==> src/shared/mic_pkg.sv <==
// constants, types and register map of the interrupt controller
//
// Contract
// - thirteen external sources: five request, eight wakeup
// - assigned wakeup pin edge sets its flag
// - wakeup group enable zero suppresses all wakeups
// - all wakeup sources share vector nine
// - per-pin bit selects rising or falling edge
// - assigned request pin edge sets its flag
// - per-pin enable bit gates request pin recognition
// - request pins use vectors eight down to four
// - request pin zero highest, pin four lowest
// - global mask bit one blocks every request
// - exception entry sets the global mask bit
// - 23 internal sources, vectors twenty to eleven
// - internal request latched only while enabled
// - highest priority chosen, others stay pending
// - masked request held pending, never discarded
// - entry after instruction end, stack pc, ccr
// - vector address of accepted request is produced
// - clear colliding with request: exception still taken
// - entry takes wait plus fourteen fixed states
// - ccr stacked as word, even byte restored
// - pin function switch with low pin sets flag, request pins only when falling edge selected
// - flag clear right after function write ignored
// - flags cleared only by writing zero
// - wakeup edge bit zero falling, one rising
package mic_pkg;

  // source counts
  localparam int NUM_REQ_PINS = 5;
  localparam int NUM_WAKE_PINS = 8;
  localparam int NUM_INT_SRC = 23;
  localparam int NUM_PEND = NUM_REQ_PINS + 1 + NUM_INT_SRC;
  localparam int WAKE_PEND_IDX = NUM_REQ_PINS;

  // register byte offsets
  localparam logic [7:0] OFS_ENABLE_ONE = 8'h00;
  localparam logic [7:0] OFS_ENABLE_TWO = 8'h04;
  localparam logic [7:0] OFS_FLAGS_ONE = 8'h08;
  localparam logic [7:0] OFS_FLAGS_TWO = 8'h0c;
  localparam logic [7:0] OFS_WAKE_FLAGS = 8'h10;
  localparam logic [7:0] OFS_EDGE_SEL = 8'h14;
  localparam logic [7:0] OFS_WAKE_EDGE = 8'h18;
  localparam logic [7:0] OFS_PFR_ONE = 8'h1c;
  localparam logic [7:0] OFS_PFR_THREE = 8'h20;
  localparam logic [7:0] OFS_PFR_FIVE = 8'h24;
  localparam logic [7:0] OFS_CCR = 8'h28;
  localparam logic [7:0] OFS_FLAGS_EXT = 8'h2c;
  localparam logic [7:0] OFS_ENABLE_EXT = 8'h30;

  // field positions and widths
  localparam int EN1_WAKE_BIT = 5;
  localparam int INT_R1_LSB = 6;
  localparam int INT_R1_N = 2;
  localparam int INT_R2_N = 8;
  localparam int INT_EXT_N = 13;
  localparam int PFR_ONE_REQ_LSB = 1;
  localparam int PFR_THREE_REQ_BIT = 0;
  localparam int CCR_MASK_BIT = 7;

  // reset values
  localparam logic [7:0] REG_RST = 8'h00;
  localparam logic [7:0] CCR_RST = 8'h80;
  localparam logic [4:0] REQ_LEVEL_RST = 5'h1f;
  localparam logic [7:0] WAKE_LEVEL_RST = 8'hff;

  // vector numbers
  localparam logic [4:0] VEC_REQ_BASE = 5'h04;
  localparam logic [4:0] VEC_WAKE = 5'h09;
  localparam int VEC_INT_FIRST = 11;
  localparam int VEC_INT_LAST = 20;
  localparam int VEC_ADDR_SHIFT = 1;

  // exception entry timing in states (one state is one clock)
  localparam logic [2:0] STACK_STATES = 3'h4;
  localparam logic [2:0] VECTOR_STATES = 3'h2;
  localparam logic [2:0] FETCH_STATES = 3'h4;
  localparam logic [2:0] INTERNAL_STATES = 3'h4;
  localparam logic [2:0] PC_PUSH_STEP = 3'h0;
  localparam logic [2:0] CCR_PUSH_STEP = 3'h2;

  typedef enum logic [2:0] {ST_IDLE, ST_WAIT, ST_STACK, ST_VECTOR, ST_FETCH, ST_INTERNAL}
    mic_state_type;

  // signals toward the cpu during exception entry
  typedef struct packed {
    logic busy;
    logic push;
    logic [15:0] word;
    logic vfetch;
    logic [15:0] vaddr;
    logic start;
  } mic_entry_type;

endpackage

==> src/verilog/mic_interrupt_controller.sv <==
// interrupt controller: pin edge capture, flags, priority and exception entry
//
// Chosen here: the address map and the Wishbone register port.
`timescale 1ns/1ps

module mic_interrupt_controller
  import mic_pkg::*;
(
  input wire logic clock_i, // 125 MHz system clock
  input wire logic rstn_i, // asynchronous reset, active low
  input wire logic wb_cyc_i, // wishbone cycle
  input wire logic wb_stb_i, // wishbone strobe
  input wire logic wb_we_i, // wishbone write
  input wire logic [7:0] wb_adr_i, // wishbone byte address
  input wire logic [3:0] wb_sel_i, // wishbone byte selects
  input wire logic [31:0] wb_dat_i, // wishbone write data
  output logic [31:0] wb_dat_o, // wishbone read data
  output logic wb_ack_o, // wishbone acknowledge
  input wire logic [NUM_REQ_PINS-1:0] req_pins_i, // request pin levels
  input wire logic [NUM_WAKE_PINS-1:0] wakeup_pins_i, // wakeup pin levels
  input wire logic [NUM_INT_SRC-1:0] internal_req_i, // peripheral request pulses
  input wire logic instr_done_i, // cpu finishes current instruction
  input wire logic [15:0] next_pc_i, // address of the next instruction
  input wire logic rte_i, // return_from_exception ccr restore strobe
  input wire logic [15:0] rte_ccr_word_i, // ccr word popped from stack
  output logic mask_o, // global mask bit of the ccr
  output mic_entry_type entry_o // exception entry signals
);

  // ==========================================================================
  // functions
  // ==========================================================================

  // word address compare against a byte offset
  function automatic logic reg_hit(input logic [7:0] adr, input logic [7:0] ofs);
    reg_hit = (adr[7:2] == ofs[7:2]);
  endfunction

  // lowest set index of the pending vector, which is the highest priority
  function automatic logic [4:0] first_idx(input logic [NUM_PEND-1:0] v);
    first_idx = 5'h00;
    for (int i = NUM_PEND - 1; i >= 0; i--)
    begin
      if (v[i])
      begin
        first_idx = 5'(i);
      end
    end
  endfunction

  // vector number of a pending index
  function automatic logic [4:0] vec_of(input logic [4:0] idx);
    int k;
    k = 0;
    if (int'(idx) < NUM_REQ_PINS)
    begin
      vec_of = VEC_REQ_BASE + idx;
    end
    else if (int'(idx) == WAKE_PEND_IDX)
    begin
      vec_of = VEC_WAKE;
    end
    else
    begin
      k = int'(idx) - WAKE_PEND_IDX - 1;
      vec_of = 5'(VEC_INT_FIRST + (k * (VEC_INT_LAST - VEC_INT_FIRST)) / (NUM_INT_SRC - 1));
    end
  endfunction

  // ==========================================================================
  // state
  // ==========================================================================

  logic [NUM_REQ_PINS-1:0] pin_en_q;
  logic wake_en_q;
  logic [NUM_INT_SRC-1:0] int_en_q;
  logic [NUM_REQ_PINS-1:0] pin_flag_q, pin_flag_d;
  logic [NUM_WAKE_PINS-1:0] wake_flag_q, wake_flag_d;
  logic [NUM_INT_SRC-1:0] int_flag_q, int_flag_d;
  logic [NUM_REQ_PINS-1:0] edge_q;
  logic [NUM_WAKE_PINS-1:0] wake_edge_q;
  logic [7:0] pfr1_q, pfr3_q, pfr5_q;
  logic [7:0] ccr_q, ccr_d, ccr_save_q;
  logic last_pfr_q;
  logic ack_q;
  logic [31:0] dat_q;
  logic [NUM_REQ_PINS-1:0] req_prev_q;
  logic [NUM_WAKE_PINS-1:0] wake_pin_prev_q, wake_func_prev_q;
  mic_state_type state_q, state_d;
  logic [2:0] cnt_q, cnt_d;
  logic [4:0] vec_q, vec_d;
  mic_entry_type entry_q, entry_d;

  // ==========================================================================
  // wishbone decode
  // ==========================================================================

  wire bus_req = wb_cyc_i & wb_stb_i;
  wire acc_done = bus_req & ack_q;
  wire wr_fire = acc_done & wb_we_i & wb_sel_i[0];
  wire hit_en1 = reg_hit(wb_adr_i, OFS_ENABLE_ONE);
  wire hit_en2 = reg_hit(wb_adr_i, OFS_ENABLE_TWO);
  wire hit_rf1 = reg_hit(wb_adr_i, OFS_FLAGS_ONE);
  wire hit_rf2 = reg_hit(wb_adr_i, OFS_FLAGS_TWO);
  wire hit_wf = reg_hit(wb_adr_i, OFS_WAKE_FLAGS);
  wire hit_edge = reg_hit(wb_adr_i, OFS_EDGE_SEL);
  wire hit_wedge = reg_hit(wb_adr_i, OFS_WAKE_EDGE);
  wire hit_pfr1 = reg_hit(wb_adr_i, OFS_PFR_ONE);
  wire hit_pfr3 = reg_hit(wb_adr_i, OFS_PFR_THREE);
  wire hit_pfr5 = reg_hit(wb_adr_i, OFS_PFR_FIVE);
  wire hit_ccr = reg_hit(wb_adr_i, OFS_CCR);
  wire hit_rfx = reg_hit(wb_adr_i, OFS_FLAGS_EXT);
  wire hit_enx = reg_hit(wb_adr_i, OFS_ENABLE_EXT);
  wire hit_pfr = hit_pfr1 | hit_pfr3 | hit_pfr5;

  // flag clears are dropped in the access right after a function write
  wire clr_ok = wr_fire & ~last_pfr_q;

  // read data mux, unmapped words read as zero
  wire [31:0] rd_word =
    hit_en1 ? {24'h0, int_en_q[INT_R1_N-1:0], wake_en_q, pin_en_q} :
    hit_en2 ? {24'h0, int_en_q[INT_R1_N +: INT_R2_N]} :
    hit_rf1 ? {24'h0, int_flag_q[INT_R1_N-1:0], 1'b0, pin_flag_q} :
    hit_rf2 ? {24'h0, int_flag_q[INT_R1_N +: INT_R2_N]} :
    hit_wf ? {24'h0, wake_flag_q} :
    hit_edge ? {27'h0, edge_q} :
    hit_wedge ? {24'h0, wake_edge_q} :
    hit_pfr1 ? {24'h0, pfr1_q} :
    hit_pfr3 ? {24'h0, pfr3_q} :
    hit_pfr5 ? {24'h0, pfr5_q} :
    hit_ccr ? {24'h0, ccr_q} :
    hit_rfx ? {19'h0, int_flag_q[INT_R1_N+INT_R2_N +: INT_EXT_N]} :
    hit_enx ? {19'h0, int_en_q[INT_R1_N+INT_R2_N +: INT_EXT_N]} :
    32'h0000_0000;

  // ==========================================================================
  // pin edge detection
  // ==========================================================================

  // an unassigned request pin looks high, so a function switch with the
  // pin low shows as an edge
  wire [NUM_REQ_PINS-1:0] req_func = {pfr1_q[PFR_ONE_REQ_LSB +: NUM_REQ_PINS-1],
                                      pfr3_q[PFR_THREE_REQ_BIT]};
  wire [NUM_REQ_PINS-1:0] req_eff = req_pins_i | ~req_func;
  wire [NUM_REQ_PINS-1:0] req_rise = ~req_prev_q & req_eff;
  wire [NUM_REQ_PINS-1:0] req_fall = req_prev_q & ~req_eff;
  wire [NUM_REQ_PINS-1:0] req_set = (req_rise & edge_q) | (req_fall & ~edge_q);

  // wakeup edges on assigned pins, plus the spurious set on assignment
  wire [NUM_WAKE_PINS-1:0] wpin_rise = ~wake_pin_prev_q & wakeup_pins_i;
  wire [NUM_WAKE_PINS-1:0] wpin_fall = wake_pin_prev_q & ~wakeup_pins_i;
  wire [NUM_WAKE_PINS-1:0] wake_real = pfr5_q & wake_func_prev_q &
    ((wpin_rise & wake_edge_q) | (wpin_fall & ~wake_edge_q));
  wire [NUM_WAKE_PINS-1:0] wake_spur = pfr5_q & ~wake_func_prev_q & ~wakeup_pins_i;
  wire [NUM_WAKE_PINS-1:0] wake_set = wake_real | wake_spur;

  // internal requests reach the flags only when enabled
  wire [NUM_INT_SRC-1:0] int_set = internal_req_i & int_en_q;

  // ==========================================================================
  // flag update, set wins over a clear in the same cycle
  // ==========================================================================

  wire clr_rf1 = clr_ok & hit_rf1;
  wire clr_rf2 = clr_ok & hit_rf2;
  wire clr_rfx = clr_ok & hit_rfx;
  wire clr_wf = clr_ok & hit_wf;
  wire [NUM_REQ_PINS-1:0] pin_clr = clr_rf1 ? ~wb_dat_i[NUM_REQ_PINS-1:0] : '0;
  wire [NUM_WAKE_PINS-1:0] wake_clr = clr_wf ? ~wb_dat_i[NUM_WAKE_PINS-1:0] : '0;
  wire [NUM_INT_SRC-1:0] int_clr = {
    clr_rfx ? ~wb_dat_i[INT_EXT_N-1:0] : {INT_EXT_N{1'b0}},
    clr_rf2 ? ~wb_dat_i[INT_R2_N-1:0] : {INT_R2_N{1'b0}},
    clr_rf1 ? ~wb_dat_i[INT_R1_LSB +: INT_R1_N] : {INT_R1_N{1'b0}}};

  // writing one keeps a flag, acceptance never clears it
  assign pin_flag_d = (pin_flag_q & ~pin_clr) | req_set;
  assign wake_flag_d = (wake_flag_q & ~wake_clr) | wake_set;
  assign int_flag_d = (int_flag_q & ~int_clr) | int_set;

  // ==========================================================================
  // priority selection
  // ==========================================================================

  wire wake_pend = wake_en_q & (|wake_flag_q);
  wire [NUM_PEND-1:0] pend = {int_flag_q & int_en_q, wake_pend,
                              pin_flag_q & pin_en_q};
  wire [4:0] win_idx = first_idx(pend);
  wire mask_bit = ccr_q[CCR_MASK_BIT];
  wire accept = (state_q == ST_IDLE) & ~mask_bit & (|pend);
  wire enter = (state_q == ST_WAIT) & instr_done_i;

  // ==========================================================================
  // exception entry sequencer
  // ==========================================================================

  wire [2:0] phase_len = (state_q == ST_STACK) ? STACK_STATES :
                         (state_q == ST_VECTOR) ? VECTOR_STATES :
                         (state_q == ST_FETCH) ? FETCH_STATES : INTERNAL_STATES;
  wire phase_last = (cnt_q == phase_len - 3'h1);

  // next state, fixed state counts after the instruction completes
  always_comb
  begin
    state_d = state_q;
    cnt_d = 3'h0;
    vec_d = vec_q;
    case (state_q)
      ST_IDLE:
      begin
        if (accept)
        begin
          state_d = ST_WAIT;
          vec_d = vec_of(win_idx);
        end
      end
      ST_WAIT:
      begin
        if (instr_done_i)
        begin
          state_d = ST_STACK;
        end
      end
      ST_STACK, ST_VECTOR, ST_FETCH, ST_INTERNAL:
      begin
        if (phase_last)
        begin
          state_d = (state_q == ST_STACK) ? ST_VECTOR :
                    (state_q == ST_VECTOR) ? ST_FETCH :
                    (state_q == ST_FETCH) ? ST_INTERNAL : ST_IDLE;
        end
        else
        begin
          cnt_d = cnt_q + 3'h1;
        end
      end
      default:
      begin
        state_d = ST_IDLE;
      end
    endcase
  end

  // ccr: entry sets the mask, a return loads the even byte of the word
  assign ccr_d = enter ? (ccr_q | (8'h01 << CCR_MASK_BIT)) :
                 rte_i ? rte_ccr_word_i[15:8] :
                 (wr_fire & hit_ccr) ? wb_dat_i[7:0] : ccr_q;

  // entry outputs aligned with the next state; old ccr stacked as a word
  wire push_step = (cnt_d == PC_PUSH_STEP) | (cnt_d == CCR_PUSH_STEP);
  assign entry_d.busy = (state_d != ST_IDLE);
  assign entry_d.push = (state_d == ST_STACK) & push_step;
  assign entry_d.word = (cnt_d == PC_PUSH_STEP) ? next_pc_i :
                        {ccr_save_q, ccr_save_q};
  assign entry_d.vfetch = (state_d == ST_VECTOR) & (cnt_d == 3'h0);
  assign entry_d.vaddr = 16'(vec_q) << VEC_ADDR_SHIFT;
  assign entry_d.start = (state_q == ST_INTERNAL) & phase_last;

  // ==========================================================================
  // registers
  // ==========================================================================

  // wishbone slave: ack one cycle after the request, one cycle wide
  always_ff @(posedge clock_i or negedge rstn_i)
  begin
    if (!rstn_i)
    begin
      ack_q <= 1'b0;
      dat_q <= 32'h0000_0000;
      last_pfr_q <= 1'b0;
    end
    else
    begin
      ack_q <= bus_req & ~ack_q;
      dat_q <= (bus_req & ~ack_q) ? rd_word : dat_q;
      last_pfr_q <= acc_done ? (wr_fire & hit_pfr) : last_pfr_q;
    end
  end

  // software written configuration
  always_ff @(posedge clock_i or negedge rstn_i)
  begin
    if (!rstn_i)
    begin
      pin_en_q <= REG_RST[NUM_REQ_PINS-1:0];
      wake_en_q <= 1'b0;
      int_en_q <= '0;
      edge_q <= REG_RST[NUM_REQ_PINS-1:0];
      wake_edge_q <= REG_RST;
      pfr1_q <= REG_RST;
      pfr3_q <= REG_RST;
      pfr5_q <= REG_RST;
    end
    else
    begin
      if (wr_fire & hit_en1)
      begin
        pin_en_q <= wb_dat_i[NUM_REQ_PINS-1:0];
        wake_en_q <= wb_dat_i[EN1_WAKE_BIT];
        int_en_q[INT_R1_N-1:0] <= wb_dat_i[INT_R1_LSB +: INT_R1_N];
      end
      if (wr_fire & hit_en2)
        int_en_q[INT_R1_N +: INT_R2_N] <= wb_dat_i[INT_R2_N-1:0];
      if (wr_fire & hit_enx)
        int_en_q[INT_R1_N+INT_R2_N +: INT_EXT_N] <= wb_dat_i[INT_EXT_N-1:0];
      if (wr_fire & hit_edge)
        edge_q <= wb_dat_i[NUM_REQ_PINS-1:0];
      if (wr_fire & hit_wedge)
        wake_edge_q <= wb_dat_i[NUM_WAKE_PINS-1:0];
      if (wr_fire & hit_pfr1)
        pfr1_q <= wb_dat_i[7:0];
      if (wr_fire & hit_pfr3)
        pfr3_q <= wb_dat_i[7:0];
      if (wr_fire & hit_pfr5)
        pfr5_q <= wb_dat_i[7:0];
    end
  end

  // flags, pin history, ccr and sequencer
  always_ff @(posedge clock_i or negedge rstn_i)
  begin
    if (!rstn_i)
    begin
      pin_flag_q <= '0;
      wake_flag_q <= '0;
      int_flag_q <= '0;
      req_prev_q <= REQ_LEVEL_RST;
      wake_pin_prev_q <= WAKE_LEVEL_RST;
      wake_func_prev_q <= REG_RST;
      ccr_q <= CCR_RST;
      ccr_save_q <= CCR_RST;
      state_q <= ST_IDLE;
      cnt_q <= 3'h0;
      vec_q <= 5'h00;
      entry_q <= '0;
    end
    else
    begin
      pin_flag_q <= pin_flag_d;
      wake_flag_q <= wake_flag_d;
      int_flag_q <= int_flag_d;
      req_prev_q <= req_eff;
      wake_pin_prev_q <= wakeup_pins_i;
      wake_func_prev_q <= pfr5_q;
      ccr_q <= ccr_d;
      ccr_save_q <= enter ? ccr_q : ccr_save_q;
      state_q <= state_d;
      cnt_q <= cnt_d;
      vec_q <= vec_d;
      entry_q <= entry_d;
    end
  end

  assign wb_ack_o = ack_q;
  assign wb_dat_o = dat_q;
  assign mask_o = ccr_q[CCR_MASK_BIT];
  assign entry_o = entry_q;
endmodule

==> config.mk <==
export PLATFORM = sky130hd
export DESIGN_NAME = mic_interrupt_controller
export DESIGN_NICKNAME = d
export VERILOG_FILES = /design/src/shared/mic_pkg.sv /design/src/verilog/mic_interrupt_controller.sv
export SDC_FILE = /design/constraint.sdc
export NUM_CORES = 1
export LEC_CHECK = 0
export ABC_AREA = 0
export BUFFER_PORTS_ARGS = -buffer_cell sky130_fd_sc_hd__clkbuf_2
export CAP_MARGIN = 20
export CELL_PAD_IN_SITES_DETAIL_PLACEMENT = 0
export CELL_PAD_IN_SITES_GLOBAL_PLACEMENT = 1
export CORE_AREA = 4 4 160 162
export DETAILED_ROUTE_END_ITERATION = 7
export DIE_AREA = 0 0 164 166
export PLACE_DENSITY_LB_ADDON = 0.1
export SKIP_CTS_REPAIR_TIMING = 1
export SLEW_MARGIN = 20
export SYNTH_ARGS = -nofsm -noshare
export SYNTH_HDL_FRONTEND = slang
export SYNTH_SLANG_ARGS = --single-unit
==> constraint.sdc <==
create_clock -name clock_i -period 29.9 [get_ports clock_i]
set_input_delay 5.98 -clock clock_i [delete_from_list [all_inputs] [get_ports clock_i]]
set_output_delay 5.98 -clock clock_i [all_outputs]
set_load 0.01 [all_outputs]
# Yosys cells after proc, flatten, opt, wreduce, memory -nomap -nowiden
# Index checks and enable logic that the tools add are counted.
op_classes:
  add_sub_neg: 6
  multipliers: 1
  n_div: 1
  n_lt_le_gt_ge: 1
  n_eq_ne: 22
  n_mux: 64
  n_bitwise: 74
  reduce_logical: 11
op_table:
  columns: ["operator", "count"]
  rows:
  - ["$mux W13", 14]
  - ["$mux W5", 32]
  - ["$and A8 B8 Y8", 9]
  - ["$and A23 B23 Y23", 3]
  - ["$not A8 Y8", 6]
  - ["$mux W8", 5]
  - ["$div A32 B6 Y32 const B", 1]
  - ["$and A5 B5 Y5", 6]
  - ["$eq A6 B4 Y1 const B", 5]
  - ["$mux W3", 10]
  - ["$not A5 Y5", 6]
  - ["$reduce_or A29 Y1", 1]
  - ["$and A1 B1 Y1", 27]
  - ["$eq A6 B3 Y1 const B", 4]
  - ["$or A8 B8 Y8", 3]
  - ["$not A23 Y23", 1]
  - ["$or A23 B23 Y23", 1]
  - ["$mux W16", 1]
  - ["$eq A3 B2 Y1 const B", 5]
  - ["$or A5 B5 Y5", 3]
  - ["$not A13 Y13", 1]
  - ["$eq A6 B2 Y1 const B", 2]
  - ["$mul A7 B5 Y12 const B", 1]
  - ["$pmux W3 S3", 1]
  - ["other kinds (23)", 32]
totals:
  register_bits: 209
  inputBits: 119
  out_inout_bits: 70
  elab_cells: 211

# Logic depth before layout (Yosys ltp)
logic_depth:
  word_depth: 37
  mapped_depth: 51

# Worst setup path before layout
# Ideal clock, no wire load.
synth_timing:
  kind: "reg-to-reg"
  from: "register int_en_q[18]"
  to: "register vec_q[4]"
  setup_time_ps: 126
  arrival_time_ps: 9835
  path_slack_ps: 19939
  stages_incl_launch_ff: 49
  path_buffers: 3
  path_cell_list: "dfrtp_1 a22oi_1 inv_1 o21ai_0 nand2_1 nand2_1 a21oi_1 o21ai_0 a21oi_1 a211oi_1 o211a_1 ha_1 clkbuf_1 nor2_1 mux2_2 o31a_4 xnor2_1 ha_1 (+13 left out) buf_4 o211ai_1 a22o_1 or2_2 clkbuf_1 nand4_1 nand4_1 o31ai_1 o2111a_1 nor2_1 o41a_1 ha_1 o21ai_0 ha_1 nor2_1 a211oi_2 xnor2_1 a221o_1"
synth_between:
  elab_chain_len: 33
synth_rtl:
  columns: ["element", "line_no", "source"]
  rows:
  - ["from (decl)", "mic_interrupt_controller.sv:76", "logic [NUM_INT_SRC-1:0] int_en_q;"]
  - ["from (signal, indexed assignment)", "mic_interrupt_controller.sv:299", "int_en_q[INT_R1_N-1:0] <= wb_dat_i[INT_R1_LSB +: INT_R1_N];"]
  - ["from (signal, indexed assignment)", "mic_interrupt_controller.sv:302", "int_en_q[INT_R1_N +: INT_R2_N] <= wb_dat_i[INT_R2_N-1:0];"]
  - ["from (signal, indexed assignment)", "mic_interrupt_controller.sv:304", "int_en_q[INT_R1_N+INT_R2_N +: INT_EXT_N] <= wb_dat_i[INT_EXT_N-1:0];"]
  - ["$and A23 B23 Y23 (*)", "mic_interrupt_controller.sv:185", "wire [NUM_PEND-1:0] pend = {int_flag_q & int_en_q, wake_pend,"]
  - ["$mux W5 (25 in a row)", "mic_interrupt_controller.sv:44", "if (v[i])"]
  - ["$sub A5 B3 Y6", "mic_interrupt_controller.sv:65", "k = int'(idx) - WAKE_PEND_IDX - 1;"]
  - ["$sub A6 B2 Y7", "mic_interrupt_controller.sv:65", null]
  - ["$mul A7 B5 Y12", "mic_interrupt_controller.sv:66", "vec_of = 5'(VEC_INT_FIRST + (k * (VEC_INT_LAST - VEC_INT_FIRST)) / (NUM_INT_SRC - 1));"]
  - ["$div A32 B6 Y32", "mic_interrupt_controller.sv:66", null]
  - ["$add A5 B5 Y5", "mic_interrupt_controller.sv:66", null]
  - ["$mux W5", "mic_interrupt_controller.sv:59", "else if (int'(idx) == WAKE_PEND_IDX)"]
  - ["$mux W5", "mic_interrupt_controller.sv:55", "if (int'(idx) < NUM_REQ_PINS)"]
  - ["to (signal assigned)", "mic_interrupt_controller.sv:348", "vec_q <= vec_d;"]
  - ["to (decl)", "mic_interrupt_controller.sv:91", "logic [4:0] vec_q, vec_d;"]
# Mark *: on every way between the ends. The rest lies on a longest branch, timed or not.
# A chain may end at the register's enable or synchronous reset.

# Worst setup path after layout
# Same ends and word-level chain as after synthesis.

==> results.json <==
{
  "period_minus_slack_ps": 12010,
  "final_nets": 1426,
  "synthTopCellsByCount": "175 x dfrtp_1, 147 x nand2_1, 97 x mux2_2, 87 x o21ai_0, 69 x nor2_1",
  "io_buffers": 126,
  "synthMuxAreaShare": 0.123,
  "ys_types": 100,
  "clock_path_buffers": 2,
  "ys.warnings.count": 0,
  "worstHoldPathType": "flop to flop",
  "synth_area_per_cell_sq_um": 9.86,
  "vias_per_cell": 5.91,
  "final.setup.tns_ps": 0,
  "synth-compound-area-share": 0.206,
  "grt_first_pass_wirelength_um": 52200,
  "yosysSeqAreaShare": 0.414,
  "antenna_cells": 0,
  "fp-row-count": 57,
  "clkTransAtPathRegs_ps": 80,
  "initial_core_util": 0.478,
  "grt.total_usage": 0.242,
  "finalCritPeriodShare": 0.402,
  "drc": 0,
  "slew_headroom": 0.347,
  "synth_area_leaders": "dfrtp_1 38%, mux2_2 9.5%, nand2_1 4.8%",
  "initialDrtViolationCount": 810,
  "pwr-share-comb": 0.239,
  "synth_xor_area_frac": 0.0204,
  "ant_nets": 0,
  "grt_pass1_vias": 9353,
  "ys_ff_latch": 190,
  "cp-end-kind": "flop",
  "area.growth.synth_to_final_pct": 13.0,
  "seqPwrFrac": 0.434,
  "status": "complete, no violations",
  "maxSlewViolCount": 0,
  "final_util": 0.541,
  "drive_gt1_frac": 0.255,
  "grt_setup_unrepaired": "no",
  "dp_hpwl_um": 25300,
  "p_leak_nw": 6.12,
  "timing.final.ws_setup_ps": 17890,
  "pre_cts_ws_ps": 18050,
  "cts_tree": "built",
  "crit_fanout": 11,
  "crit_path_top_delay_cell": "or4_1",
  "power.share.switching": 0.317,
  "htreeDepth": 4,
  "setup_viol": 0,
  "power.switching_mw": 0.236,
  "yosys_most_used_dff": "dfrtp_1",
  "hold_violations": 0,
  "core-area_sq_um": 24100,
  "finClkSkew_ps": 15.0,
  "cp.required_ps": 30210,
  "dieArea_sq_um": 27200,
  "worstPathArrival_ps": 12320,
  "grt_max_degree": 121,
  "slowest_delay_ps": 630,
  "netlist_area_sq_um": 11500,
  "max_freq_mhz": 83.2,
  "num_io_pins": 189,
  "synthArstFlopShare": 1.00,
  "vias": 9570,
  "cts_sinks": 190,
  "grt-ovfl-total": 0,
  "yosysTopAreaCellShare": 0.380,
  "cts-root-buf": "clkbuf_16",
  "antenna_found_initial": 0,
  "drt_pass1_iterations": 5,
  "place_congestion": 0.911,
  "p_per_area_nw_per_um2": 57.1,
  "ir_worst_vdd_v": 0.0000360,
  "synth_top_family_by_area": "compound AO/OA/AOI/OAI gates",
  "worst_setup_path_start_kind": "flop",
  "worst_slew_pin_slew_ps": 979,
  "synth_edf_count": 0,
  "yosysMostFrequentCell": "dfrtp_1",
  "chipWidth_um": 164,
  "critical_path_class": "flop to flop",
  "synth-adder-area-share": 0.0267,
  "clock_power_share": 0.327,
  "cap_violations": 0,
  "cts_buffers": 17,
  "routed_wl_um": 33300,
  "die_h_um": 166,
  "clk_latency_ps": 430,
  "wl_per_cell_um": 20.5,
  "syn_inst": 1169,
  "intPower_mw": 0.508,
  "yosysTopAreaCell": "dfrtp_1",
  "synth_simple_gate_area_frac": 0.168
}
through the flow:
stage	hold WS (ps)	instances	total power [mW]	instance area (sq um)
2_1_floorplan	354	1198	0.446	11600
3_5_place_dp	367	1588	0.506	12400
4_1_cts	387	1620	0.750	13000
3_3_place_gp	367	1588	0.504	12400
6_report	388	1620	0.744	13000
5_1_grt	407	1620	0.786	13000
worst paths after layout:
check	start	to	slack (ps)	depth (start not counted)
min in group asynchronous	rstn_i	wake_func_prev_q[5]	5690	1
max	int_en_q[18]	vec_q[4]	17890	47
max reg2reg	int_en_q[18]	vec_q[4]	17890	47
min reg2reg	vec_q[0]	entry_o[2]	390	0
min	vec_q[0]	entry_o[2]	390	0
max in group asynchronous	rstn_i	state_q[0]	22780	2
flip-flops by register name (all words and copies together) (netlist names), 13 cells and up:
signal	cells
entry_o	25
int_en_q	23
int_flag_q	23
wb_dat_o	13
routing by layer:
| metal | up-vias | part of all wire | global-route usage |
|---|---|---|---|
| met5 | - | 0 | 0 |
| met4 | 0 | 0.033 | 0.0784 |
| met3 | 69 | 0.046 | 0.0367 |
| met2 | 267 | 0.48 | 0.399 |
| met1 | 4698 | 0.44 | 0.329 |
| li1 | 4536 | - | - |
cell type report:
class                   count  area [sq um]
clock inverters            14           218
repair buffers            140           744
clock buffers              18           429
fillers                  2296         11100
inverters                  19          71.3
flip-flops and latches    190          4770
well taps                 324           405
multi-input cells         915          6390
worst max-delay path: cells and delay by family (launching register included):
| family | cells | cell delay [ps] |
|---|---|---|
| AO/OA/AOI/OAI | 23 | 5790 |
| XOR/XNOR | 3 | 830 |
| buffers and inverters | 3 | 360 |
| flip-flops | 1 | 450 |
| AND/OR/NAND/NOR | 12 | 2790 |
| adder cells (fa/ha/maj) | 6 | 1670 |
cell families after synthesis:
family                   after synthesis
AO/OA/AOI/OAI                        331
XOR/XNOR                              26
adder cells (fa/ha/maj)               24
buffers and inverters                 93
flip-flops                           190
multiplexers                         124
other                                  1
AND/OR/NAND/NOR                      380
cells in the final DEF (no fill, tap or decap), types with 30 or more instances in the layout:
| cell | synthesis | final |
|---|---|---|
| mux2_2 | 97 | 97 |
| o21ai_0 | 87 | 87 |
| a21oi_1 | 62 | 62 |
| nor2_1 | 69 | 69 |
| clkbuf_2 | 0 | 125 |
| conb_1 | 1 | 30 |
| nand2_1 | 147 | 147 |
| dfrtp_1 | 175 | 175 |
power groups by stage:
stage | Sequential, mW | Combinational (mW) | Clock [mW]
finish | 0.323 | 0.177 | 0.244
global route | 0.327 | 0.198 | 0.260
CTS | 0.323 | 0.179 | 0.248
detailed placement | 0.328 | 0.179 | 0
global placement | 0.327 | 0.177 | 0
floorplan | 0.324 | 0.122 | 0
(Power assumes the default switching activity.)
